### src/core/vmac_pkg.sv
// Purpose: Constants, types and helpers for the configuration register bank.
// Assumes: Byte addresses of dword registers in a 4 KB configuration space.
// Notes: Summary of the behaviour is listed below; tags mark the code.
//
// Summary of operation
// (RULE1) Data window mirrors EEPROM at address plus 40h.
// (RULE2) Low byte lane is the byte at address.
// (RULE3) Data window honours configuration byte enables.
// (RULE4) Operation bit: 0 reads then sets, 1 writes.
// (RULE5) Range E0h to ECh is reserved, reads zero.
// (RULE6) Interrupt capability at F0h, identifier 05h.
// (RULE7) Interrupt capability next pointer reads 00h.
// (RULE8) Enable 0 uses INTx pins, 1 ignores them.
// (RULE9) Requested message count read-only, resets 000.
// (RULE10) Host programs allocated count without reserved codes.
// (RULE11) Message address keeps bits 31:2, low zero.
// (RULE12) Upper message address at F8h fully writable.
// (RULE13) Message data 16 bits, upper half zero.
// (RULE14) Error capability at 100h, identifier 0001h.
// (RULE15) Error capability version 1h in 19:16.
// (RULE16) Error capability next offset reads 150h.
// (RULE17) Uncorrectable status flags sticky, write-one-to-clear.
// (RULE18) Uncorrectable mask at 108h, sticky read/write.
// (RULE19) Mask records flag but suppresses report, first-error.
// (RULE20) Sticky bits survive hot reset, cleared at power-on.

package vmac_pkg;

	localparam int unsigned ADDR_W      = 12;
	localparam int unsigned UNC_W       = 21;
	localparam int unsigned FIRST_PTR_W = 5;

	// Register byte offsets.
	localparam logic [ADDR_W-1:0] OFS_VPD_CTRL    = 12'h0D8;
	localparam logic [ADDR_W-1:0] OFS_PRODUCT_DATA_WINDOW    = 12'h0DC;
	localparam logic [ADDR_W-1:0] OFS_RSVD_FIRST  = 12'h0E0;
	localparam logic [ADDR_W-1:0] OFS_RSVD_LAST   = 12'h0EC;
	localparam logic [ADDR_W-1:0] OFS_MSI_CTRL    = 12'h0F0;
	localparam logic [ADDR_W-1:0] OFS_MSI_ADDR_LO = 12'h0F4;
	localparam logic [ADDR_W-1:0] OFS_MSI_ADDR_HI = 12'h0F8;
	localparam logic [ADDR_W-1:0] OFS_MSI_DATA    = 12'h0FC;
	localparam logic [ADDR_W-1:0] OFS_AER_HDR     = 12'h100;
	localparam logic [ADDR_W-1:0] OFS_UNC_STATUS  = 12'h104;
	localparam logic [ADDR_W-1:0] OFS_UNC_MASK    = 12'h108;

	// Product data control word fields.
	localparam logic [7:0]  VPD_CAP_ID       = 8'h03;
	localparam logic [7:0]  VPD_NEXT_PTR     = 8'hF0;
	localparam int unsigned VPD_ADDR_LSB     = 18;
	localparam int unsigned VPD_ADDR_W       = 6;
	localparam int unsigned VPD_OP_BIT       = 31;
	localparam logic [7:0]  VPD_EEPROM_BASE  = 8'h40;

	// Message interrupt capability fields.
	localparam logic [7:0]  MSI_CAP_ID       = 8'h05;
	localparam logic [7:0]  MSI_NEXT_PTR     = 8'h00;
	localparam int unsigned MSI_EN_BIT       = 16;
	localparam int unsigned MSI_MMC_LSB      = 17;
	localparam int unsigned MSI_MME_LSB      = 20;
	localparam int unsigned MSI_A64_BIT      = 23;
	localparam logic [2:0]  MSI_MMC_VALUE    = 3'h0;
	localparam logic [2:0]  MSI_MME_RESET    = 3'h0;
	localparam logic        MSI_A64_RESET    = 1'b1;
	localparam logic [31:0] MSI_ADDR_WMASK   = 32'hFFFF_FFFC;
	localparam logic [31:0] MSI_DATA_WMASK   = 32'h0000_FFFF;

	// Error reporting capability header fields.
	localparam logic [15:0] AER_CAP_ID       = 16'h0001;
	localparam logic [3:0]  AER_VERSION      = 4'h1;
	localparam logic [11:0] AER_NEXT_OFS     = 12'h150;

	// Uncorrectable error flag positions.
	localparam int unsigned UNC_TRAINING     = 0;
	localparam int unsigned UNC_LINK_PROT    = 4;
	localparam int unsigned UNC_POISONED     = 12;
	localparam int unsigned UNC_FLOW_CTRL    = 13;
	localparam int unsigned UNC_CPL_TIMEOUT  = 14;
	localparam int unsigned UNC_CPL_ABORT    = 15;
	localparam int unsigned UNC_UNEXP_CPL    = 16;
	localparam int unsigned UNC_RX_OVERFLOW  = 17;
	localparam int unsigned UNC_MALFORMED    = 18;
	localparam int unsigned UNC_E2E_CRC      = 19;
	localparam int unsigned UNC_UNSUP_REQ    = 20;
	localparam logic [31:0] UNC_IMPL         = 32'h001F_F011;

	// Product data engine states.
	typedef enum logic [1:0] {
		VMAC_VPD_IDLE  = 2'b00,
		VMAC_VPD_READ  = 2'b01,
		VMAC_VPD_WRITE = 2'b10
	} vmac_vpd_state_e;

	// Expands four byte enables into a 32-bit lane mask.
	function automatic logic [31:0] vmac_be_mask(input logic [3:0] be);
		vmac_be_mask = {{8{be[3]}}, {8{be[2]}}, {8{be[1]}}, {8{be[0]}}};
	endfunction

endpackage

### src/core/vmac_err_if.sv
// Purpose: Carries register writes and sticky state between bank and error block.
// Assumes: Single clock domain.
// Notes: The register side drives write data, the error block returns state.
`timescale 1ns/1ps
`default_nettype none

interface vmac_err_if;
	logic [31:0] wdata;
	logic [3:0]  be;
	logic        status_wr;
	logic        mask_wr;
	logic [31:0] status;
	logic [31:0] mask;

	modport bank (input wdata, be, status_wr, mask_wr, output status, mask);
	modport regs (output wdata, be, status_wr, mask_wr, input status, mask);
endinterface

`default_nettype wire

### src/core/vmac_unc_err_bank.sv
// Purpose: Sticky uncorrectable error status and mask with first-error log.
// Assumes: Error events are one-cycle pulses on the core clock.
// Notes: Only the power-on reset touches this state.
`timescale 1ns/1ps
`default_nettype none

module vmac_unc_err_bank (
	input  wire logic                            sys_clk_i,
	input  wire logic                            rstn_i,
	vmac_err_if.bank                             err_if,
	input  wire logic [vmac_pkg::UNC_W-1:0]      err_event_i,
	output logic                                 err_report_o,
	output logic [vmac_pkg::FIRST_PTR_W-1:0]     first_err_ptr_o,
	output logic                                 first_err_valid_o
);
	import vmac_pkg::*;

	logic [31:0]            status;
	logic [31:0]            mask;
	logic [31:0]            next_status;
	logic [31:0]            next_mask;
	logic [31:0]            event_vec;
	logic [31:0]            lane;
	logic [31:0]            unmasked;
	logic [FIRST_PTR_W-1:0] lowest;
	logic                   logged;

	assign event_vec = {{(32 - UNC_W){1'b0}}, err_event_i};
	assign lane      = vmac_be_mask(err_if.be);
	assign unmasked  = event_vec & ~mask & UNC_IMPL; // [RULE19]

	// Per-bit next values; an event in the clearing cycle keeps its flag.
	for (genvar i = 0; i < 32; i++) begin : g_bit
		if (UNC_IMPL[i]) begin : g_impl
			assign next_status[i] = event_vec[i] |
				(status[i] & ~(err_if.status_wr & lane[i] & err_if.wdata[i])); // [RULE17]
			assign next_mask[i] = (err_if.mask_wr & lane[i]) ? err_if.wdata[i] : mask[i]; // [RULE18]
		end else begin : g_rsvd
			assign next_status[i] = 1'b0;
			assign next_mask[i]   = 1'b0;
		end
	end

	// Sticky state: only the power-on reset clears it.
	always_ff @(posedge sys_clk_i or negedge rstn_i) begin
		if (!rstn_i) begin
			status <= '0; // [RULE20]
			mask   <= '0;
		end else begin
			status <= next_status;
			mask   <= next_mask;
		end
	end

	// Lowest unmasked event in this cycle wins the first-error slot.
	always_comb begin
		lowest = '0;
		for (int k = 31; k >= 0; k--) begin
			if (unmasked[k]) begin
				lowest = k[FIRST_PTR_W-1:0];
			end
		end
	end

	// First-error log refills once the logged flag has been cleared.
	always_ff @(posedge sys_clk_i or negedge rstn_i) begin
		if (!rstn_i) begin
			logged          <= 1'b0;
			first_err_ptr_o <= '0;
		end else if ((|unmasked) && (!logged || !status[first_err_ptr_o])) begin
			logged          <= 1'b1; // [RULE19]
			first_err_ptr_o <= lowest;
		end
	end

	// Masked errors are recorded but never reported.
	always_ff @(posedge sys_clk_i or negedge rstn_i) begin
		if (!rstn_i) begin
			err_report_o <= 1'b0;
		end else begin
			err_report_o <= |unmasked; // [RULE19]
		end
	end

	assign first_err_valid_o = logged & status[first_err_ptr_o];
	assign err_if.status     = status;
	assign err_if.mask       = mask;

endmodule // vmac_unc_err_bank

`default_nettype wire

### src/core/vmac_config_regs.sv
// Purpose: Configuration registers for product data, message interrupts and errors.
// Assumes: One request at a time; answer one cycle after the request.
// Notes: Hot reset clears ordinary registers; sticky error state survives it.
`timescale 1ns/1ps
`default_nettype none

module vmac_config_regs (
	input  wire logic                            sys_clk_i,
	input  wire logic                            rstn_i,
	input  wire logic                            hot_reset_i,
	input  wire logic                            cfg_req_i,
	input  wire logic                            cfg_we_i,
	input  wire logic [vmac_pkg::ADDR_W-1:0]     cfg_addr_i,
	input  wire logic [3:0]                      cfg_be_i,
	input  wire logic [31:0]                     cfg_wdata_i,
	output logic                                 cfg_ack_o,
	output logic [31:0]                          cfg_rdata_o,
	output logic                                 eeprom_req_o,
	output logic                                 eeprom_we_o,
	output logic [7:0]                           eeprom_addr_o,
	output logic [31:0]                          eeprom_wdata_o,
	input  wire logic [31:0]                     eeprom_rdata_i,
	input  wire logic                            eeprom_done_i,
	input  wire logic [3:0]                      intx_pin_i,
	output logic [3:0]                           intx_fwd_o,
	output logic                                 msi_enable_o,
	output logic [2:0]                           msi_alloc_count_o,
	output logic [63:0]                          msi_addr_o,
	output logic [15:0]                          msi_data_o,
	input  wire logic [vmac_pkg::UNC_W-1:0]      err_event_i,
	output logic                                 err_report_o,
	output logic [vmac_pkg::FIRST_PTR_W-1:0]     first_err_ptr_o,
	output logic                                 first_err_valid_o
);
	import vmac_pkg::*;

	vmac_err_if err_if ();

	vmac_vpd_state_e          vpd_state;
	logic [VPD_ADDR_W-1:0]    vpd_addr;
	logic [VPD_ADDR_W-1:0]    next_vpd_addr;
	logic                     vpd_op;
	logic [31:0]              product_data_window;
	logic                     msi_en;
	logic [2:0]               msi_mme;
	logic                     msi_a64;
	logic [31:0]              msi_addr_lo;
	logic [31:0]              msi_addr_hi;
	logic [31:0]              msi_data;
	logic [3:0]               intx_meta;
	logic [3:0]               intx_sync;
	logic [ADDR_W-1:0]        dw_addr;
	logic [31:0]              lane;
	logic                     wr;
	logic                     vpd_busy;
	logic                     vpd_start;
	logic [31:0]              rd_value;

	// Requests are decoded on the dword address; the two low bits are ignored.
	assign dw_addr  = {cfg_addr_i[ADDR_W-1:2], 2'b00};
	assign lane     = vmac_be_mask(cfg_be_i); // [RULE3]
	assign wr       = cfg_req_i & cfg_we_i;
	assign vpd_busy = (vpd_state != VMAC_VPD_IDLE);

	// A write to the top lane of the control word launches an EEPROM cycle.
	// While one is running, control and data writes are dropped so that the
	// engine never sees its address or payload change under it.
	assign vpd_start     = wr && (dw_addr == OFS_VPD_CTRL) && cfg_be_i[3] && !vpd_busy;
	assign next_vpd_addr = (wr && (dw_addr == OFS_VPD_CTRL) && cfg_be_i[2] && !vpd_busy) ?
		cfg_wdata_i[VPD_ADDR_LSB +: VPD_ADDR_W] : vpd_addr;

	// Product data control word and EEPROM cycle sequencing.
	always_ff @(posedge sys_clk_i or negedge rstn_i) begin
		if (!rstn_i) begin
			vpd_state      <= VMAC_VPD_IDLE;
			vpd_addr       <= '0;
			vpd_op         <= 1'b0;
			eeprom_req_o   <= 1'b0;
			eeprom_we_o    <= 1'b0;
			eeprom_addr_o  <= '0;
			eeprom_wdata_o <= '0;
		end else if (hot_reset_i) begin
			vpd_state      <= VMAC_VPD_IDLE;
			vpd_addr       <= '0;
			vpd_op         <= 1'b0;
			eeprom_req_o   <= 1'b0;
			eeprom_we_o    <= 1'b0;
			eeprom_addr_o  <= '0;
			eeprom_wdata_o <= '0;
		end else begin
			eeprom_req_o <= 1'b0;
			vpd_addr     <= next_vpd_addr;
			case (vpd_state)
				VMAC_VPD_IDLE: begin
					if (vpd_start) begin
						vpd_op         <= cfg_wdata_i[VPD_OP_BIT]; // [RULE4]
						eeprom_req_o   <= 1'b1;
						eeprom_we_o    <= cfg_wdata_i[VPD_OP_BIT];
						eeprom_addr_o  <= {2'b00, next_vpd_addr} + VPD_EEPROM_BASE; // [RULE1]
						eeprom_wdata_o <= product_data_window;
						vpd_state      <= cfg_wdata_i[VPD_OP_BIT] ?
							VMAC_VPD_WRITE : VMAC_VPD_READ;
					end
				end
				VMAC_VPD_READ: begin
					if (eeprom_done_i) begin
						vpd_op    <= 1'b1; // [RULE4]
						vpd_state <= VMAC_VPD_IDLE;
					end
				end
				VMAC_VPD_WRITE: begin
					if (eeprom_done_i) begin
						vpd_op    <= 1'b0; // [RULE4]
						vpd_state <= VMAC_VPD_IDLE;
					end
				end
				default: begin
					vpd_state <= VMAC_VPD_IDLE;
				end
			endcase
		end
	end

	// Data window: host bytes land per lane; read data arrives whole from
	// the EEPROM with the byte at the programmed address in the low lane.
	always_ff @(posedge sys_clk_i or negedge rstn_i) begin
		if (!rstn_i) begin
			product_data_window <= '0;
		end else if (hot_reset_i) begin
			product_data_window <= '0;
		end else if ((vpd_state == VMAC_VPD_READ) && eeprom_done_i) begin
			product_data_window <= eeprom_rdata_i; // [RULE1] [RULE2]
		end else if (wr && (dw_addr == OFS_PRODUCT_DATA_WINDOW) && !vpd_busy) begin
			product_data_window <= (product_data_window & ~lane) | (cfg_wdata_i & lane); // [RULE3]
		end
	end

	// Message control word: enable and allocated count are host fields.
	always_ff @(posedge sys_clk_i or negedge rstn_i) begin
		if (!rstn_i) begin
			msi_en  <= 1'b0;
			msi_mme <= MSI_MME_RESET;
			msi_a64 <= MSI_A64_RESET;
		end else if (hot_reset_i) begin
			msi_en  <= 1'b0;
			msi_mme <= MSI_MME_RESET;
			msi_a64 <= MSI_A64_RESET;
		end else if (wr && (dw_addr == OFS_MSI_CTRL) && cfg_be_i[2]) begin
			msi_en  <= cfg_wdata_i[MSI_EN_BIT]; // [RULE8]
			msi_mme <= cfg_wdata_i[MSI_MME_LSB +: 3]; // [RULE10]
			msi_a64 <= cfg_wdata_i[MSI_A64_BIT];
		end
	end

	// Message address and data words, merged per byte lane.
	always_ff @(posedge sys_clk_i or negedge rstn_i) begin
		if (!rstn_i) begin
			msi_addr_lo <= '0;
			msi_addr_hi <= '0;
			msi_data    <= '0;
		end else if (hot_reset_i) begin
			msi_addr_lo <= '0;
			msi_addr_hi <= '0;
			msi_data    <= '0;
		end else if (wr) begin
			if (dw_addr == OFS_MSI_ADDR_LO) begin
				msi_addr_lo <= (msi_addr_lo & ~(lane & MSI_ADDR_WMASK)) |
					(cfg_wdata_i & lane & MSI_ADDR_WMASK); // [RULE11]
			end
			if (dw_addr == OFS_MSI_ADDR_HI) begin
				msi_addr_hi <= (msi_addr_hi & ~lane) | (cfg_wdata_i & lane); // [RULE12]
			end
			if (dw_addr == OFS_MSI_DATA) begin
				msi_data <= (msi_data & ~(lane & MSI_DATA_WMASK)) |
					(cfg_wdata_i & lane & MSI_DATA_WMASK); // [RULE13]
			end
		end
	end

	// Legacy interrupt pins come from outside; two flops before any use.
	always_ff @(posedge sys_clk_i or negedge rstn_i) begin
		if (!rstn_i) begin
			intx_meta <= '0;
			intx_sync <= '0;
		end else begin
			intx_meta <= intx_pin_i;
			intx_sync <= intx_meta;
		end
	end

	// Pins are forwarded only while message interrupts are off.
	always_ff @(posedge sys_clk_i or negedge rstn_i) begin
		if (!rstn_i) begin
			intx_fwd_o <= '0;
		end else begin
			intx_fwd_o <= msi_en ? 4'h0 : intx_sync; // [RULE8]
		end
	end

	// Error block writes pass straight through the carrier.
	assign err_if.wdata     = cfg_wdata_i;
	assign err_if.be        = cfg_be_i;
	assign err_if.status_wr = wr && (dw_addr == OFS_UNC_STATUS); // [RULE17]
	assign err_if.mask_wr   = wr && (dw_addr == OFS_UNC_MASK); // [RULE18]

	vmac_unc_err_bank u_unc_err_bank (
		.sys_clk_i         (sys_clk_i),
		.rstn_i            (rstn_i), // [RULE20]
		.err_if            (err_if.bank),
		.err_event_i       (err_event_i),
		.err_report_o      (err_report_o),
		.first_err_ptr_o   (first_err_ptr_o),
		.first_err_valid_o (first_err_valid_o)
	);

	// Read multiplexer; unmapped and reserved words read as zero.
	always_comb begin
		rd_value = '0;
		case (dw_addr)
			OFS_VPD_CTRL: begin
				rd_value = {vpd_op, 7'h00, next_vpd_addr, 2'b00, VPD_NEXT_PTR, VPD_CAP_ID};
			end
			OFS_PRODUCT_DATA_WINDOW: begin
				rd_value = product_data_window; // [RULE2]
			end
			OFS_MSI_CTRL: begin
				rd_value = {8'h00, msi_a64, msi_mme, MSI_MMC_VALUE, msi_en,
					MSI_NEXT_PTR, MSI_CAP_ID}; // [RULE6] [RULE7] [RULE9]
			end
			OFS_MSI_ADDR_LO: begin
				rd_value = msi_addr_lo & MSI_ADDR_WMASK; // [RULE11]
			end
			OFS_MSI_ADDR_HI: begin
				rd_value = msi_addr_hi;
			end
			OFS_MSI_DATA: begin
				rd_value = msi_data & MSI_DATA_WMASK; // [RULE13]
			end
			OFS_AER_HDR: begin
				rd_value = {AER_NEXT_OFS, AER_VERSION, AER_CAP_ID}; // [RULE14] [RULE15] [RULE16]
			end
			OFS_UNC_STATUS: begin
				rd_value = err_if.status;
			end
			OFS_UNC_MASK: begin
				rd_value = err_if.mask;
			end
			default: begin
				rd_value = '0; // [RULE5]
			end
		endcase
	end

	// Answer one cycle after each request; read data only for reads.
	always_ff @(posedge sys_clk_i or negedge rstn_i) begin
		if (!rstn_i) begin
			cfg_ack_o   <= 1'b0;
			cfg_rdata_o <= '0;
		end else begin
			cfg_ack_o <= cfg_req_i;
			if (cfg_req_i && !cfg_we_i) begin
				cfg_rdata_o <= rd_value & lane; // [RULE3]
			end
		end
	end

	// Current programming is published to the interrupt datapath.
	assign msi_enable_o      = msi_en;
	assign msi_alloc_count_o = msi_mme;
	assign msi_addr_o        = {msi_addr_hi, msi_addr_lo & MSI_ADDR_WMASK};
	assign msi_data_o        = msi_data[15:0];

endmodule // vmac_config_regs

`default_nettype wire

### config.mk
export PLATFORM = sky130hd
export DESIGN_NAME = vmac_config_regs
export DESIGN_NICKNAME = d
export VERILOG_FILES = /design/src/core/vmac_pkg.sv /design/src/core/vmac_err_if.sv /design/src/core/vmac_unc_err_bank.sv /design/src/core/vmac_config_regs.sv
export SDC_FILE = /design/constraint.sdc
export NUM_CORES = 1
export LEC_CHECK = 0
export ABC_AREA = 0
export BUFFER_PORTS_ARGS = -buffer_cell sky130_fd_sc_hd__buf_2
export CAP_MARGIN = 25
export CORE_UTILIZATION = 52
export DETAILED_ROUTE_END_ITERATION = 7
export PLACE_DENSITY = 0.78
export SYNTH_ARGS = -nofsm -noshare
export SYNTH_HDL_FRONTEND = slang
export SYNTH_SLANG_ARGS = --single-unit
### constraint.sdc
create_clock -name sys_clk_i -period 5.8 [get_ports sys_clk_i]
set_input_delay 0.29 -clock sys_clk_i [delete_from_list [all_inputs] [get_ports sys_clk_i]]
set_output_delay 0.29 -clock sys_clk_i [all_outputs]
set_load 0.01 [all_outputs]
* Yosys cells after proc, flatten, opt, wreduce, memory -nomap -nowiden *
Cells that the tools add are included.

storage, ports and cells
  flip-flop bits (word level) = 258
  bits in latches = 0
  RAM bits = 0
  memory bits (read-only) = 0
  bits of input ports = 111
  logic and storage cells = 204
  memories kept = 0

cells by class
  add/sub/neg operators = 1
  $mul = 0
  div/mod/pow operators = 0
  $lt $le $gt $ge = 1
  eq/ne operators = 15
  shift operators = 0
  multiplexer cells = 56
  bitwise gates (word level) = 67
  reduce and logical (&&, ||, !) cells = 38

operators by type and width
  kind                                                               count
  32-bit 2-to-1 mux                                                  15
  32-bit one-hot mux with 9 select lines                             1
  32-bit bitwise AND                                                 6
  32-bit OR                                                          3
  32-bit NOT                                                         2
  10-bit by 6-bit == test with 1-bit output (second input constant)  6
  5-bit 2-to-1 mux                                                   11
  16-bit NOT with 32-bit output                                      1
  32-bit by 16-bit OR with 32-bit output                             1
  1-bit bitwise AND                                                  30
  10-bit by 7-bit == test with 1-bit output (second input constant)  3
  8-bit 2-to-1 mux                                                   3
  21-bit bitwise AND                                                 1
  21-bit NOT                                                         1
  2-bit nonzero test                                                 8
  1-bit logical AND                                                  14
  1-bit 2-to-1 mux                                                   14
  6-bit 2-to-1 mux                                                   2
  1-bit NOT                                                          11
  1-bit OR                                                           11
  11-bit OR reduction                                                1
  2-bit AND reduction                                                5
  3-bit inequality test (second input constant)                      3
  6-bit by 7-bit adder with 8-bit output (second input constant)     1
  17 further kinds                                                   24

* Depth between registers and ports, before layout *
Gate-level depths: netlist of run 1.

  word-level depth = 13
  mapped depth = 9
  depth with buffers taken out = 7

* Hierarchy *
From an unflattened synthesis of run 1, not the netlist that was laid out.

unflattened totals
  cells, all modules = 1215
  area, all modules = 12266.8 um2

by module, submodules not included
  module             instances  cells an instance  area an instance (um2)
  vmac_config_regs   1          1050               10536.4
  vmac_unc_err_bank  1          165                1730.4

* Worst setup path after synthesis of run 1 *
Ideal clock, no wire load.

  kind = in2reg
  from = input port cfg_addr_i[5] in the netlist's numbering
  to = register u_unc_err_bank.mask[12], in the netlist u_unc_err_bank.err_if.mask[12]
  data arrival time = 2036 ps
  required time = 5675 ps
  slack = 3639 ps
  cell stages on the path = 5
  buffers on the path = 1
  cell sequence = or4b_4 -> or3_1 -> buf_2 -> or3_4 -> mux2_4

on the way
  cells in the longest elaborated chain, start to end = 3

RTL lines
  item                                       line                     source
  start: declaration                         vmac_config_regs.sv:13   input wire logic [vmac_pkg::ADDR_W-1:0] cfg_addr_i,
  10-bit by 7-bit == test with 1-bit output  vmac_config_regs.sv:204  assign err_if.mask_wr = wr && (dw_addr == OFS_UNC_MASK);
  1-bit logical AND                          vmac_config_regs.sv:204
  1-bit bitwise AND                          vmac_unc_err_bank.sv:37  assign next_mask[i] = (err_if.mask_wr & lane[i]) ? err_if.wdata[i] : mask[i];
  end signal: assignment                     vmac_unc_err_bank.sv:51  mask <= next_mask;
  end: declaration                           vmac_unc_err_bank.sv:19  logic [31:0] mask;

No other way between the ends.
A chain may end at the register's enable or synchronous reset.

* Final worst setup path of run 1 *
  from = input port cfg_addr_i[3] in the netlist's numbering
  to = register eeprom_wdata_o[29]

on the way
  cells in the longest elaborated chain, start to end = 6

RTL lines
  item                                       line                     source
  10-bit by 6-bit == test with 1-bit output  vmac_config_regs.sv:68   assign vpd_start = wr && (dw_addr == OFS_VPD_CTRL) && cfg_be_i[3] && !vpd_busy;
  1-bit logical AND (3 in series)            vmac_config_regs.sv:68
  2-bit nonzero test (no source line)        n/a
  2-bit AND reduction (no source line)       n/a
  end signal: assignment                     vmac_config_regs.sv:100  eeprom_wdata_o <= product_data_window;
  end: declaration                           vmac_config_regs.sv:21   output logic [31:0] eeprom_wdata_o,

No other way between the ends.

==> impl_summary.md, run 1 <==
Outcome
The run finished with clean final reports.

Pwr
The clock network accounts for 42.7% of the total power. The sequential cell fraction of total power is 47.4%. Summed over all nets, the switching power comes to 0.946 mW. Net switching is 25.6% of the power.

The internal power contribution is 2.76 mW. The fraction of power consumed by combinational cells is 9.8%. Summed over all cells, the static leakage comes to 6.75 nW. Across the VDD grid, the largest voltage drop is 0.204 mV. In this run the power density over the cells is 267 nW/um2.

GRT
The via count of the first global-routing pass is 9,736. The initial antenna violation count is 5. After global routing the overflow that remains totals 0.

The overall global routing resource usage is 32.5%. The global-route wire length before repair is 55.6 mm. Entering global routing, the biggest net connects 140 pins.

Synth
In this run, synthesis inferred 0 flip-flops with an integrated enable. The synthesized netlist contains 62 unique library cells. The average instance area after synthesis is 10.3 um2. The count of state elements after synthesis is 239.

Summed over all instances, the cell type with the most area after synthesis is sky130_fd_sc_hd__dfrtp_1. The number of standard cells after synthesis is 1,095. Summing the sequential cell areas from Yosys gives 53.0% of the chip area. Counting flops with an async set or reset pin after synthesis yields a share of 100%. The number of warnings printed during yosys synthesis is 0. The top-area cell type share of the netlist area is 52.8%. By area the synthesized netlist is led by sky130_fd_sc_hd__dfrtp_1 53%, sky130_fd_sc_hd__mux2i_1 9.5%, sky130_fd_sc_hd__nand2_1 5.3%. Summing every instance area after synthesis gives 11,300 um2.

The dominant synthesized flop cell is sky130_fd_sc_hd__dfrtp_1.

Critical path
For flop-to-flop paths, the worst setup slack is 3190 ps. The startpoint identified for the worst register-to-register timing path is vpd_state[0]$_DFFE_PN0P_. The path depth of the worst reg2reg path is 6. The critical path contains buffers and inverters numbering 2 combined. The cell family contributing the most delay on the critical path is simple AND/OR/NAND/NOR gates. For this design, the slowest cell found on the critical path is sky130_fd_sc_hd__nor3_2.

The largest single stage delay on the critical path is 710 ps. The signal on the critical path passes through buf_2 -> or3b_2 -> nor3_2 -> and4_1 -> buf_4 -> a22o_1. The category of the worst setup path launch point is a primary input. The required time reported for the critical path endpoint is 6270 ps. The top fanout value on the critical path is 28. The class of the most critical setup path is in -> reg.

Data on the critical path arrives at its endpoint at 3320 ps. The worst setup path is captured at a flip-flop. In this run the critical register-to-register path is captured at product_data_window[13]$_DFFE_PN0P_.

Clocking
The CTS sink count is 239. The clock slew seen by the registers of the worst setup and hold paths is 60 ps. The number of buffers added for setup after CTS is 0. Buffers inserted during clock tree synthesis total 26. The level count of the clock H-tree is 1. The number of buffers inserted for hold repair after clock tree synthesis is 17.

The clock tree from TritonCTS is done. The clock reaches the later pin of the worst-skew pair after 540 ps. The clock root buffer master is sky130_fd_sc_hd__clkbuf_16.

The maximum buffer depth of the clock tree is 3. The count of instances resized after the clock tree is built is 0.

Routing
The detailed-router iteration count before antenna repair is 5. The count of nets left with antenna violations once routing finished came out at 0. The routed length on met1 is 14.8 mm.

The total wirelength of the detailed-routed design is 35.9 mm. The via count is 10,028. For this block, the initial DRC count from the detailed router was 854. The total met2 wirelength after detailed routing is 16.7 mm. The number of design rule violations left after detail routing is 0.

After detailed routing, the average wire length per cell comes to 21.8 um. In the detailed route, the total length drawn on met3 is 3.18 mm. After detailed routing, the number of vias per cell comes to 6.10. After detailed routing, no signal wire sits above met5.

Floorplanning
Once the floorplan was initialized, standard cells occupied 53.3% of the core. The number of placement rows is 53. The die width is 149 um. The number of top-level design ports is 281. The vertical die dimension is 149 um.

The core footprint is 21,200 um2. The die covers 22,300 um2.

Timing
The highest attainable clock frequency is 351 MHz. At the pin with the least slew margin, the transition time is 1070 ps. The max-slew violation count is 0. The count of endpoints failing hold in the final timing report is 0.

The slack of the critical path is 2950 ps. Headroom to the max-slew limit came out at 28.1%. The share of the clock period used by the worst path after layout is 49.1%.

The sum of negative setup slack is 0 ps. The post-layout minimum cycle time is 2850 ps. The number of endpoints failing setup at the final stage is 0. The clock arrives with 9.49 ps of skew.

Setup repair after global routing left no endpoint under its margin.

Job
The number of max-cap violations is 0.

Placed design
The port buffer count is 265. The minimum setup slack after placement is 2500 ps. The routability congestion estimate from global placement is 0.898. The detailed-placement wirelength estimate is 24.8 mm.

Final layout
Compared with the post-synthesis result, the final layout area differs by 22.8%. At the end of the flow the core is filled with cells to 65.5%. The number of nets in the layout is 1,460. The share of layout cells above drive strength 1 is 26.0%.

Hold path
The worst hold path belongs to the class in -> reg. The worst hold path begins at cfg_wdata_i[6]. The worst hold path terminates at msi_addr_hi[6]$_DFFE_PN0P_. The number of instances on the worst hold path is 3.
per-stage QoR:
stage / area [um2] / power [mW] / hold WS [ps] / instances
floorplan: 11300 / 1.97 / -5.59 / 1097
global placement: 12800 / 2.12 / 334 / 1573
detailed placement: 12900 / 2.14 / 340 / 1574
CTS: 13800 / 3.71 / 20.7 / 1636
global route: 13800 / 3.83 / 20.4 / 1640
finish: 13900 / 3.70 / 26.1 / 1643
Yosys cell counts, types with 12 or more instances:
cell	n
sky130_fd_sc_hd__o31ai_1	33
sky130_fd_sc_hd__a222oi_1	12
sky130_fd_sc_hd__a22oi_1	16
sky130_fd_sc_hd__nor2_1	78
sky130_fd_sc_hd__a21oi_1	52
sky130_fd_sc_hd__a21o_1	16
sky130_fd_sc_hd__nor2b_1	18
sky130_fd_sc_hd__nand2_1	160
sky130_fd_sc_hd__clkbuf_1	61
sky130_fd_sc_hd__o21ai_0	102
sky130_fd_sc_hd__a22o_1	47
sky130_fd_sc_hd__mux2i_1	107
sky130_fd_sc_hd__dfrtp_1	238
placed cells by master, fill, tap and decap left out, types with 6 or more instances in the layout:
cell                            instances
sky130_fd_sc_hd__buf_2                263
sky130_fd_sc_hd__nor2b_1               18
sky130_fd_sc_hd__dlygate4sd3_1         17
sky130_fd_sc_hd__clkbuf_1               8
sky130_fd_sc_hd__dfrtp_1              238
sky130_fd_sc_hd__nor3_1                 7
sky130_fd_sc_hd__nand2_1              159
sky130_fd_sc_hd__nand4_1                6
sky130_fd_sc_hd__a22o_1                47
sky130_fd_sc_hd__mux2i_1              107
sky130_fd_sc_hd__o31ai_1               33
sky130_fd_sc_hd__a222oi_1              12
sky130_fd_sc_hd__a21oi_1               52
sky130_fd_sc_hd__mux2_2                10
sky130_fd_sc_hd__nand3_1                7
sky130_fd_sc_hd__a22oi_1               16
sky130_fd_sc_hd__nand2b_1               9
sky130_fd_sc_hd__a221oi_1              10
sky130_fd_sc_hd__clkbuf_16             27
sky130_fd_sc_hd__inv_1                  9
sky130_fd_sc_hd__nor2_1                78
sky130_fd_sc_hd__a21o_1                16
sky130_fd_sc_hd__o21ai_0              102
sky130_fd_sc_hd__buf_4                 15
power by group through the flow:
stage | Combinational [mW] | Sequential (mW) | Clock, mW
floorplan | 0.194 | 1.77 | 0
global placement | 0.343 | 1.78 | 0
detailed placement | 0.351 | 1.78 | 0
CTS | 0.362 | 1.75 | 1.60
global route | 0.399 | 1.76 | 1.67
finish | 0.364 | 1.76 | 1.58
area by class of cell:
type                            instances  area, um2
Timing Repair Buffer                  299       1670
Multi-Input combinational cell        771       5010
Sequential cell                       239       5980
Inverter                                9       33.8
Clock buffer                           40        774
Tap cell                              275        344
Clock inverter                          5       28.8
Antenna cell                            5       12.5
Fill cell                            1726       7300
cell families (layout without fill, tap and decap cells):
group,Yosys count,count (layout),share of synthesized area [%]
AO/OA/AOI/OAI,319,319,19.0
buffers and inverters,87,353,3.11
AND/OR/NAND/NOR,320,320,13.0
other,1,8,0.0332
multiplexers,126,126,11.5
adder cells (fa/ha/maj),3,3,0.333
flip-flops,239,239,53.0
routing by layer:
layer  global-route usage, %  vias up
li1                        -     4481
met1                    44.4     4966
met2                    50.5      491
met3                    7.74       88
met4                    11.8        2
met5                       0        -
worst max path at each step:
stage          depth (start not counted)                                    endpoint  slack (ps)          start
2_1_floorplan                          5  u_unc_err_bank.err_if.mask[12]$_DFFE_PN0P_        3640  cfg_addr_i[5]
3_3_place_gp                           6               eeprom_wdata_o[8]$_DFFE_PN0P_        2520  cfg_addr_i[3]
3_5_place_dp                           6                     eeprom_we_o$_DFFE_PN0P_        2500  cfg_addr_i[3]
4_1_cts                                6              eeprom_wdata_o[29]$_DFFE_PN0P_        3020  cfg_addr_i[3]
5_1_grt                                6              eeprom_wdata_o[29]$_DFFE_PN0P_        2950  cfg_addr_i[3]
6_report                               6              eeprom_wdata_o[29]$_DFFE_PN0P_        2950  cfg_addr_i[3]
flip-flops by register name (all words and copies together), names as in the netlist, 5 cells and up:
signal                          count
eeprom_addr_o                       7
u_unc_err_bank.err_if.status       11
product_data_window                32
cfg_rdata_o                        32
u_unc_err_bank.err_if.mask         11
vpd_addr                            6
msi_data                           16
msi_addr_lo                        30
msi_addr_hi                        32
eeprom_wdata_o                     32
u_unc_err_bank.first_err_ptr_o      5
worst reg2reg max path, delay by kind of cell (launching register included):
kind	cells	cell delay, ps
compound gates	2	900
buf+inv	2	650
flops	1	380
simple gates	1	300
fa+ha+maj	1	230
(Power assumes the default switching activity.)
==> run 2: changes to the inputs <==
--- a/config.mk
+++ b/config.mk
@@ -8,9 +8,9 @@
 export ABC_AREA = 0
 export BUFFER_PORTS_ARGS = -buffer_cell sky130_fd_sc_hd__buf_2
 export CAP_MARGIN = 25
-export CORE_UTILIZATION = 52
+export CORE_UTILIZATION = 49
 export DETAILED_ROUTE_END_ITERATION = 7
-export PLACE_DENSITY = 0.78
+export PLACE_DENSITY = 0.77
 export SYNTH_ARGS = -nofsm -noshare
 export SYNTH_HDL_FRONTEND = slang
 export SYNTH_SLANG_ARGS = --single-unit
==> constraint.sdc (replaced) <==
create_clock -name sys_clk_i -period 2.6 [get_ports sys_clk_i]
set_input_delay 0.13 -clock sys_clk_i [delete_from_list [all_inputs] [get_ports sys_clk_i]]
set_output_delay 0.13 -clock sys_clk_i [all_outputs]
set_load 0.01 [all_outputs]
==> run 2 against run 1 <==
The run now ends with DRC left; flip-flop and latch count did not move; cell count rose by 7.4%; utilization rose by 1.3 points; register-to-register slack got worse by 2700 ps; sequential power rose by 120%; clock skew fell by 0.65 ps; non-clock buffer count rose by 111; largest power group is now the clock network; highest routed layer unchanged.
==> impl_summary.md, run 2 (synthesis gave the netlist of run 1 again) <==
Outcome
The run finished, with violations left. The checks that failed: DRC.

Hold path
The number of instances on the worst hold path was 3 (unchanged). In this run the most critical hold path is launched from eeprom_done_i. The destination of the worst hold path is vpd_op$_DFFE_PN0P_. In this run the worst hold path is classified as in -> reg.

Floorplanning
The number of placement rows is 55 (+3.8%). The number of top-level design ports is 281 (unchanged). The core footprint is 22,600 um2 (+6.7%). The die width is 154 um (+3.0%). The die outline area came to 23,600 um2 (+6.0%). The initial core utilization was 50.0% (-3.3 points). The vertical die dimension is 154 um (+3.0%).

Clocking
The number of buffers inserted during clock tree synthesis is 26 (unchanged). The clock slew seen by the registers of the worst setup and hold paths is 60 ps (about the same). The clock tree from TritonCTS is done. Clock tree synthesis selected as its root buffer the cell sky130_fd_sc_hd__clkbuf_16. The maximum buffer depth of the clock tree was 3 (unchanged). The number of buffers added for setup after CTS is 0 (unchanged). The CTS sink count was 239 (unchanged). The clock network latency to the later pin of the worst-skew pair is 530 ps (about the same). The level count of the clock H-tree came to 1 (unchanged).

GRT
The maximum number of pins on one net before global-route repair was 79 (-44%). The global-route wire length before repair is 59.0 mm (+6.2%). The initial antenna violation count is 4 (-1). The overall global routing resource usage is 32.1% (-0.40 points).

The residual overflow from global routing came to 0 (unchanged). The via count of the first global-routing pass is 10,370 (+6.5%).

Timing
After layout, the worst path uses 93.0% of the clock period. The number of endpoints failing setup at the final stage is 0 (unchanged). The sum of negative setup slack is 0 ps (unchanged). The final setup skew is 8.84 ps (-0.654 ps). The post-layout minimum cycle time is 2420 ps. The worst hold slack is 54.7 ps (+28.7 ps).

Setup repair after global routing left no endpoint under its margin. The actual slew at the worst max-slew pin is 668 ps (-401 ps). The count of endpoints failing hold in the final timing report is 0 (unchanged).

The worst relative slew slack is 54.9% (+27 points). The highest attainable clock frequency is 414 MHz. The max-slew violation count is 0 (unchanged). The slack of the critical path came to 182 ps (-2770 ps).

Job
The number of max-cap violations was 0 (unchanged).

Routing
The number of design rule violations left after detail routing came to 1 (+1). The via count was 10,681 (+6.5%). The remaining antenna violation count after routing is 0 (unchanged). The number of violations reported at the end of detailed-routing iteration 0 was 906 (+6.1%). The total wirelength of the detailed-routed design is 38.1 mm (+6.3%). The detail-routed via count per cell is 6.05 (-0.85%). The detailed-router iteration count before antenna repair is 8 (+3).

The average routed wire per standard cell is 21.6 um (-1.0%).

Pwr
The power per standard cell area was 597 nW/um2 (+120%). The sum of internal, switching and leakage power came to 9.00 mW (+140%). The static leakage power is 7.30 nW (+8.2%). The largest voltage drop on the vdd net is 0.500 mV (+150%).

Final layout
The count of non-filler cells in the finished layout was 1,765 (+7.4%). The area of combinational cells with multiple inputs was 5010 um2 (+0.15%). The share of layout cells above drive strength 1 is 27.1% (+1.0 points). The library cell used most frequently in the layout, excluding fill and tap cells, is sky130_fd_sc_hd__buf_2. The area occupied by registers was 5980 um2 (unchanged). The number of nets in the layout came to 1,571 (+7.6%). Leaving out fill and tap cells, the most frequent cells in the layout are 263 x sky130_fd_sc_hd__buf_2, 238 x sky130_fd_sc_hd__dfrtp_1, 159 x sky130_fd_sc_hd__nand2_1, 107 x sky130_fd_sc_hd__mux2i_1, 102 x sky130_fd_sc_hd__o21ai_0. The post-route standard cell area excluding fillers is 15,100 um2 (+8.9%).

The synthesis-to-finish area growth is 33.7%. The fill cell instance count of the final layout came to 1,736 (+0.58%). The final core utilization is 66.8% (+1.3 points).

Critical path
The class of the most critical setup path is in -> reg. The register-to-register path setup slack was 470 ps (-2720 ps). The path depth of the worst reg2reg path was 7 (+1). The top fanout value on the critical path is 6 (-79%). STA classifies the critical path startpoint as a primary input.

The most critical setup path has its startpoint at cfg_addr_i[5]. The endpoint arrival time on the critical path was 2830 ps (-490 ps). The required time reported for the critical path endpoint is 3010 ps (-3260 ps).

STA classifies the critical path endpoint as a flip-flop. The reg-to-reg endpoint is eeprom_addr_o[4]$_DFFE_PN0P_. The startpoint identified for the worst register-to-register timing path is vpd_state[0]$_DFFE_PN0P_.

Placed design
The placed instance count is 1,622 (+3.0%). The routability congestion estimate from global placement is 0.900 (+0.14%). The placement-stage cell area is 13,200 um2 (+2.6%).

The minimum setup slack after placement came to 252 ps (-2250 ps). The detailed-placement wirelength estimate is 25.8 mm (+4.1%). The port buffer count is 265 (unchanged).
-- run 2: area by class of cell --
type | count | area share, %
diodes | 3 | 0.0498
clock buffers | 37 | 5.19
clock inverters | 11 | 1.24
inverters | 9 | 0.224
multi-input cells | 771 | 33.2
flip-flops and latches | 239 | 39.7
well taps | 285 | 2.36
repair buffers | 410 | 18.0
-- run 2: layer usage --
| layer | GRT usage (%) | part of all wire [%] | vias to the layer above |
|---|---|---|---|
| met2 | 51.1 | 47 | 642 |
| li1 | - | - | 4699 |
| met4 | 12.8 | 3.9 | 2 |
| met3 | 5.47 | 8.5 | 104 |
| met5 | 0 | 0.034 | - |
| met1 | 44.0 | 41 | 5234 |
-- run 2: worst max path at each step --
stage | cells after the start | to
after floorplan | 9 | eeprom_addr_o[0]$_DFFE_PN0P_
after global placement | 7 | u_unc_err_bank.err_if.status[14]$_DFF_PN0_
after detailed placement | 7 | u_unc_err_bank.err_if.status[13]$_DFF_PN0_
after CTS | 6 | first_err_valid_o
after global routing | 6 | first_err_valid_o
final | 8 | u_unc_err_bank.err_if.status[15]$_DFF_PN0_
-- run 2: worst max-delay path, cell delays in order --
cell,delay [ps]
sky130_fd_sc_hd__buf_2,130
sky130_fd_sc_hd__or4b_4,580
sky130_fd_sc_hd__or3_1,470
sky130_fd_sc_hd__buf_4,220
sky130_fd_sc_hd__nor3_1,430
sky130_fd_sc_hd__nand2_1,120
sky130_fd_sc_hd__a21o_1,190
sky130_fd_sc_hd__dlygate4sd3_1,550
-- run 2: power by group --
part / switching (mW) / leakage (nW) / internal [mW]
Clock: 1.55 / 0.477 / 2.59
Sequential: 0.116 / 3.21 / 3.80
Combinational: 0.538 / 3.61 / 0.404
Total: 2.21 / 7.30 / 6.79
-- run 2: repair_timing --
| action | CTS | global route |
|---|---|---|
| setup endpoints to repair | 0 | 1 |
| gates resized for setup | 0 | 1 |
| hold endpoints to repair | 219 | 0 |
| hold buffers | 92 | 0 |
==> run 3: changes to the inputs <==
--- a/config.mk
+++ b/config.mk
@@ -8,6 +8,7 @@
 export ABC_AREA = 0
 export BUFFER_PORTS_ARGS = -buffer_cell sky130_fd_sc_hd__buf_2
 export CAP_MARGIN = 25
+export CORE_MARGIN = 1.5
 export CORE_UTILIZATION = 49
 export DETAILED_ROUTE_END_ITERATION = 7
 export PLACE_DENSITY = 0.77
==> run 3 against run 2 <==
Via count is 0.13% lower; routed wire length increased by 0.28%; utilization decreased by 0.73 points; critical endpoint is now first_err_valid_o; clock power is 13% lower; non-clock buffer count grew 3; combinational power is 0.6% higher; final area is 0.80% lower; worst hold slack better by 11 ps; the flow now finishes without violations; flip-flop and latch count stayed put; largest cell class unchanged; largest power group is now registers.
==> impl_summary.md, run 3 (synthesis gave the netlist of run 1 again) <==
Critical path
In this run the critical register-to-register path is launched from vpd_state[0]$_DFFE_PN0P_. The class of the most critical setup path is reg -> out. The largest stage delay on the critical path is 510 ps (-70 ps). The endpoint arrival time on the critical path was 2210 ps (-620 ps).

In this run the critical register-to-register path is captured at eeprom_addr_o[4]$_DFFE_PN0P_. The required time reported for the critical path endpoint is 2470 ps (-540 ps). The slowest stage of the critical path is the sky130_fd_sc_hd__dfrtp_1 cell. The critical path buffer and inverter count was 2 (-1).

Traced cell by cell, the critical path runs through mux2i_1 -> nor3_1 -> o41ai_2 -> or2_2 -> inv_1 -> buf_2. The top fanout value on the critical path is 7 (+1). The worst setup path is captured at an output pin. The path depth of the worst reg2reg path is 7 (unchanged). The worst setup path is launched from a flip-flop.

The register-to-register path setup slack is 310 ps (-160 ps). The dominant delay contributor by cell family on the critical path is flip-flops.

Floorplanning
The die outline area is 23,900 um2 (+1.3%). The vertical die dimension is 155 um (+0.65%). The initial core utilization is 49.8% (-0.15 points). The number of top-level design ports is 281 (unchanged). The number of placement rows is 55 (unchanged). The core footprint is 22,600 um2 (+0.31%).

The die width came to 155 um (+0.65%).

Final layout
Compared with the post-synthesis result, the final layout area differs by 32.7%. The final core utilization is 66.1% (-0.73 points). The fill cell instance count of the final layout came to 1,728 (-0.46%). The share of layout cells above drive strength 1 is 27.0% (-0.12 points). The area of combinational cells with multiple inputs is 5010 um2 (unchanged).

The top cell types in the final layout, fill and taps aside, are 263 x sky130_fd_sc_hd__buf_2, 238 x sky130_fd_sc_hd__dfrtp_1, 159 x sky130_fd_sc_hd__nand2_1, 107 x sky130_fd_sc_hd__mux2i_1, 102 x sky130_fd_sc_hd__o21ai_0. The area occupied by registers is 5980 um2 (unchanged). The number of nets in the layout was 1,575 (+0.25%). The most common library cell in the layout ignoring fill and taps is sky130_fd_sc_hd__buf_2.

GRT
The overall global routing resource usage is 31.8% (-0.33 points). The via count of the first global-routing pass is 10,659 (+2.8%). The global routing met1 resource utilization is 42.5% (-1.5 points). The global-route met3 utilization is 5.10% (-0.37 points). The global routing stage identified its most utilized layer as met2. The routing usage on met2 is 51.4% (+0.29 points). The global-route wire length before repair is 59.5 mm (+0.79%). The initial antenna violation count came to 4 (unchanged). The residual overflow from global routing is 0 (unchanged). The maximum number of pins on one net before global-route repair came to 87 (+10%).

Routing
The total wirelength of the detailed-routed design is 38.2 mm (+0.28%). The number of design rule violations left after detail routing came to 0 (-1). The number of violations reported at the end of detailed-routing iteration 0 is 899 (-0.77%). The detailed-router iteration count before antenna repair is 6 (-2). The detail-routed via count per cell came to 6.04 (-0.24%).

The via count is 10,667 (-0.13%). The remaining antenna violation count after routing is 0 (unchanged). The average routed wire per standard cell is 21.6 um (+0.17%).

Clocking
The clock slew seen by the registers of the worst setup and hold paths came to 60 ps (about the same). The CTS sink count came to 239 (unchanged). Clock tree synthesis selected as its root buffer the cell sky130_fd_sc_hd__clkbuf_16. The clock network latency to the later pin of the worst-skew pair was 530 ps (about the same).

The maximum buffer depth of the clock tree is 3 (unchanged). The number of buffers inserted during clock tree synthesis is 27 (+3.8%). The number of buffers added for setup after CTS is 0 (unchanged).

The level count of the clock H-tree is 1 (unchanged). The clock tree from TritonCTS is done.

Placed design
The detailed-placement wirelength estimate is 26.2 mm (+1.4%). The routability congestion estimate from global placement is 0.892 (-0.90%). The minimum setup slack after placement is 310 ps (+58.3 ps).

The port buffer count is 265 (unchanged).

Timing
The worst relative slew slack is 54.3% (-0.62 points). The post-layout minimum cycle time is 2340 ps (-76.3 ps). The highest attainable clock frequency is 427 MHz (+3.3%). The max-slew violation count is 0 (unchanged).

The count of endpoints failing hold in the final timing report is 0 (unchanged). The share of the clock period used by the worst path after layout is 90.1% (-2.9 points). The actual slew at the worst max-slew pin came to 686 ps (+18.0 ps). The number of endpoints failing setup at the final stage is 0 (unchanged). The sum of negative setup slack is 0 ps (unchanged).

The final setup skew is 14.9 ps (+6.10 ps). The slack of the critical path was 259 ps (+76.3 ps). Setup repair after global routing left no endpoint under its margin.

Outcome
The run finished with clean final reports.

Hold path
The worst hold path class is in -> reg. The worst hold path terminates at vpd_op$_DFFE_PN0P_. The number of instances on the worst hold path is 3 (unchanged). The startpoint of the lowest-slack hold path is eeprom_done_i.

Pwr
The power per standard cell area is 567 nW/um2 (-4.9%). The static leakage power is 7.25 nW (-0.66%). The sum of internal, switching and leakage power is 8.49 mW (-5.7%). The largest voltage drop on the vdd net is 0.424 mV (-15%).

Job
The number of max-cap violations is 0 (unchanged).
[run 3: power breakdown]
group / internal, mW / switching [mW] / leakage, nW
logic: 0.403 / 0.546 / 3.61
registers: 3.80 / 0.117 / 3.21
clock network: 2.13 / 1.49 / 0.422
total: 6.33 / 2.16 / 7.25
[run 3: final cells by class]
class / count / area share [%]
Antenna cell: 2 / 0.0334
Clock buffer: 42 / 5.43
Clock inverter: 6 / 0.201
Inverter: 9 / 0.226
Multi-Input combinational cell: 771 / 33.5
Sequential cell: 239 / 40.0
Tap cell: 285 / 2.38
Timing Repair Buffer: 413 / 18.2
[run 3: metrics by stage]
step	instances	hold WS, ps	area [um2]
3_5_place_dp	1625	189	13200
5_1_grt	1767	94.6	15000
2_1_floorplan	1097	-166	11300
3_3_place_gp	1625	184	13200
6_report	1767	65.7	15000
4_1_cts	1765	48.4	15000
[run 3: layer usage]
metal	share of wire (%)	vias to the layer above
met5	0.031	-
met2	46	591
met3	8.1	113
met1	41	5261
met4	4.4	2
li1	-	4700
[run 3: tightest hold or removal path: stages]
cell and delay (ps):
sky130_fd_sc_hd__buf_2 150, sky130_fd_sc_hd__o22a_1 170, sky130_fd_sc_hd__a311oi_1 90
[run 3: worst max-delay path by stage]
stage,from,end,depth (start not counted)
floorplan,vpd_state[0]$_DFFE_PN0P_,eeprom_addr_o[0]$_DFFE_PN0P_,9
global placement,cfg_addr_i[5],u_unc_err_bank.err_if.mask[17]$_DFFE_PN0P_,5
detailed placement,cfg_addr_i[5],u_unc_err_bank.err_if.mask[16]$_DFFE_PN0P_,5
CTS,u_unc_err_bank.first_err_ptr_o[0]$_DFFE_PN0P_,first_err_valid_o,6
global route,vpd_state[0]$_DFFE_PN0P_,eeprom_addr_o[3]$_DFFE_PN0P_,7
finish,u_unc_err_bank.first_err_ptr_o[0]$_DFFE_PN0P_,first_err_valid_o,6
[run 3: what timing repair did]
| item | CTS | global route |
|---|---|---|
| hold buffers | 92 | 0 |
| resized for setup | 0 | 1 |
| endpoints found under the hold margin | 228 | 0 |
| endpoints found under the setup margin | 0 | 1 |
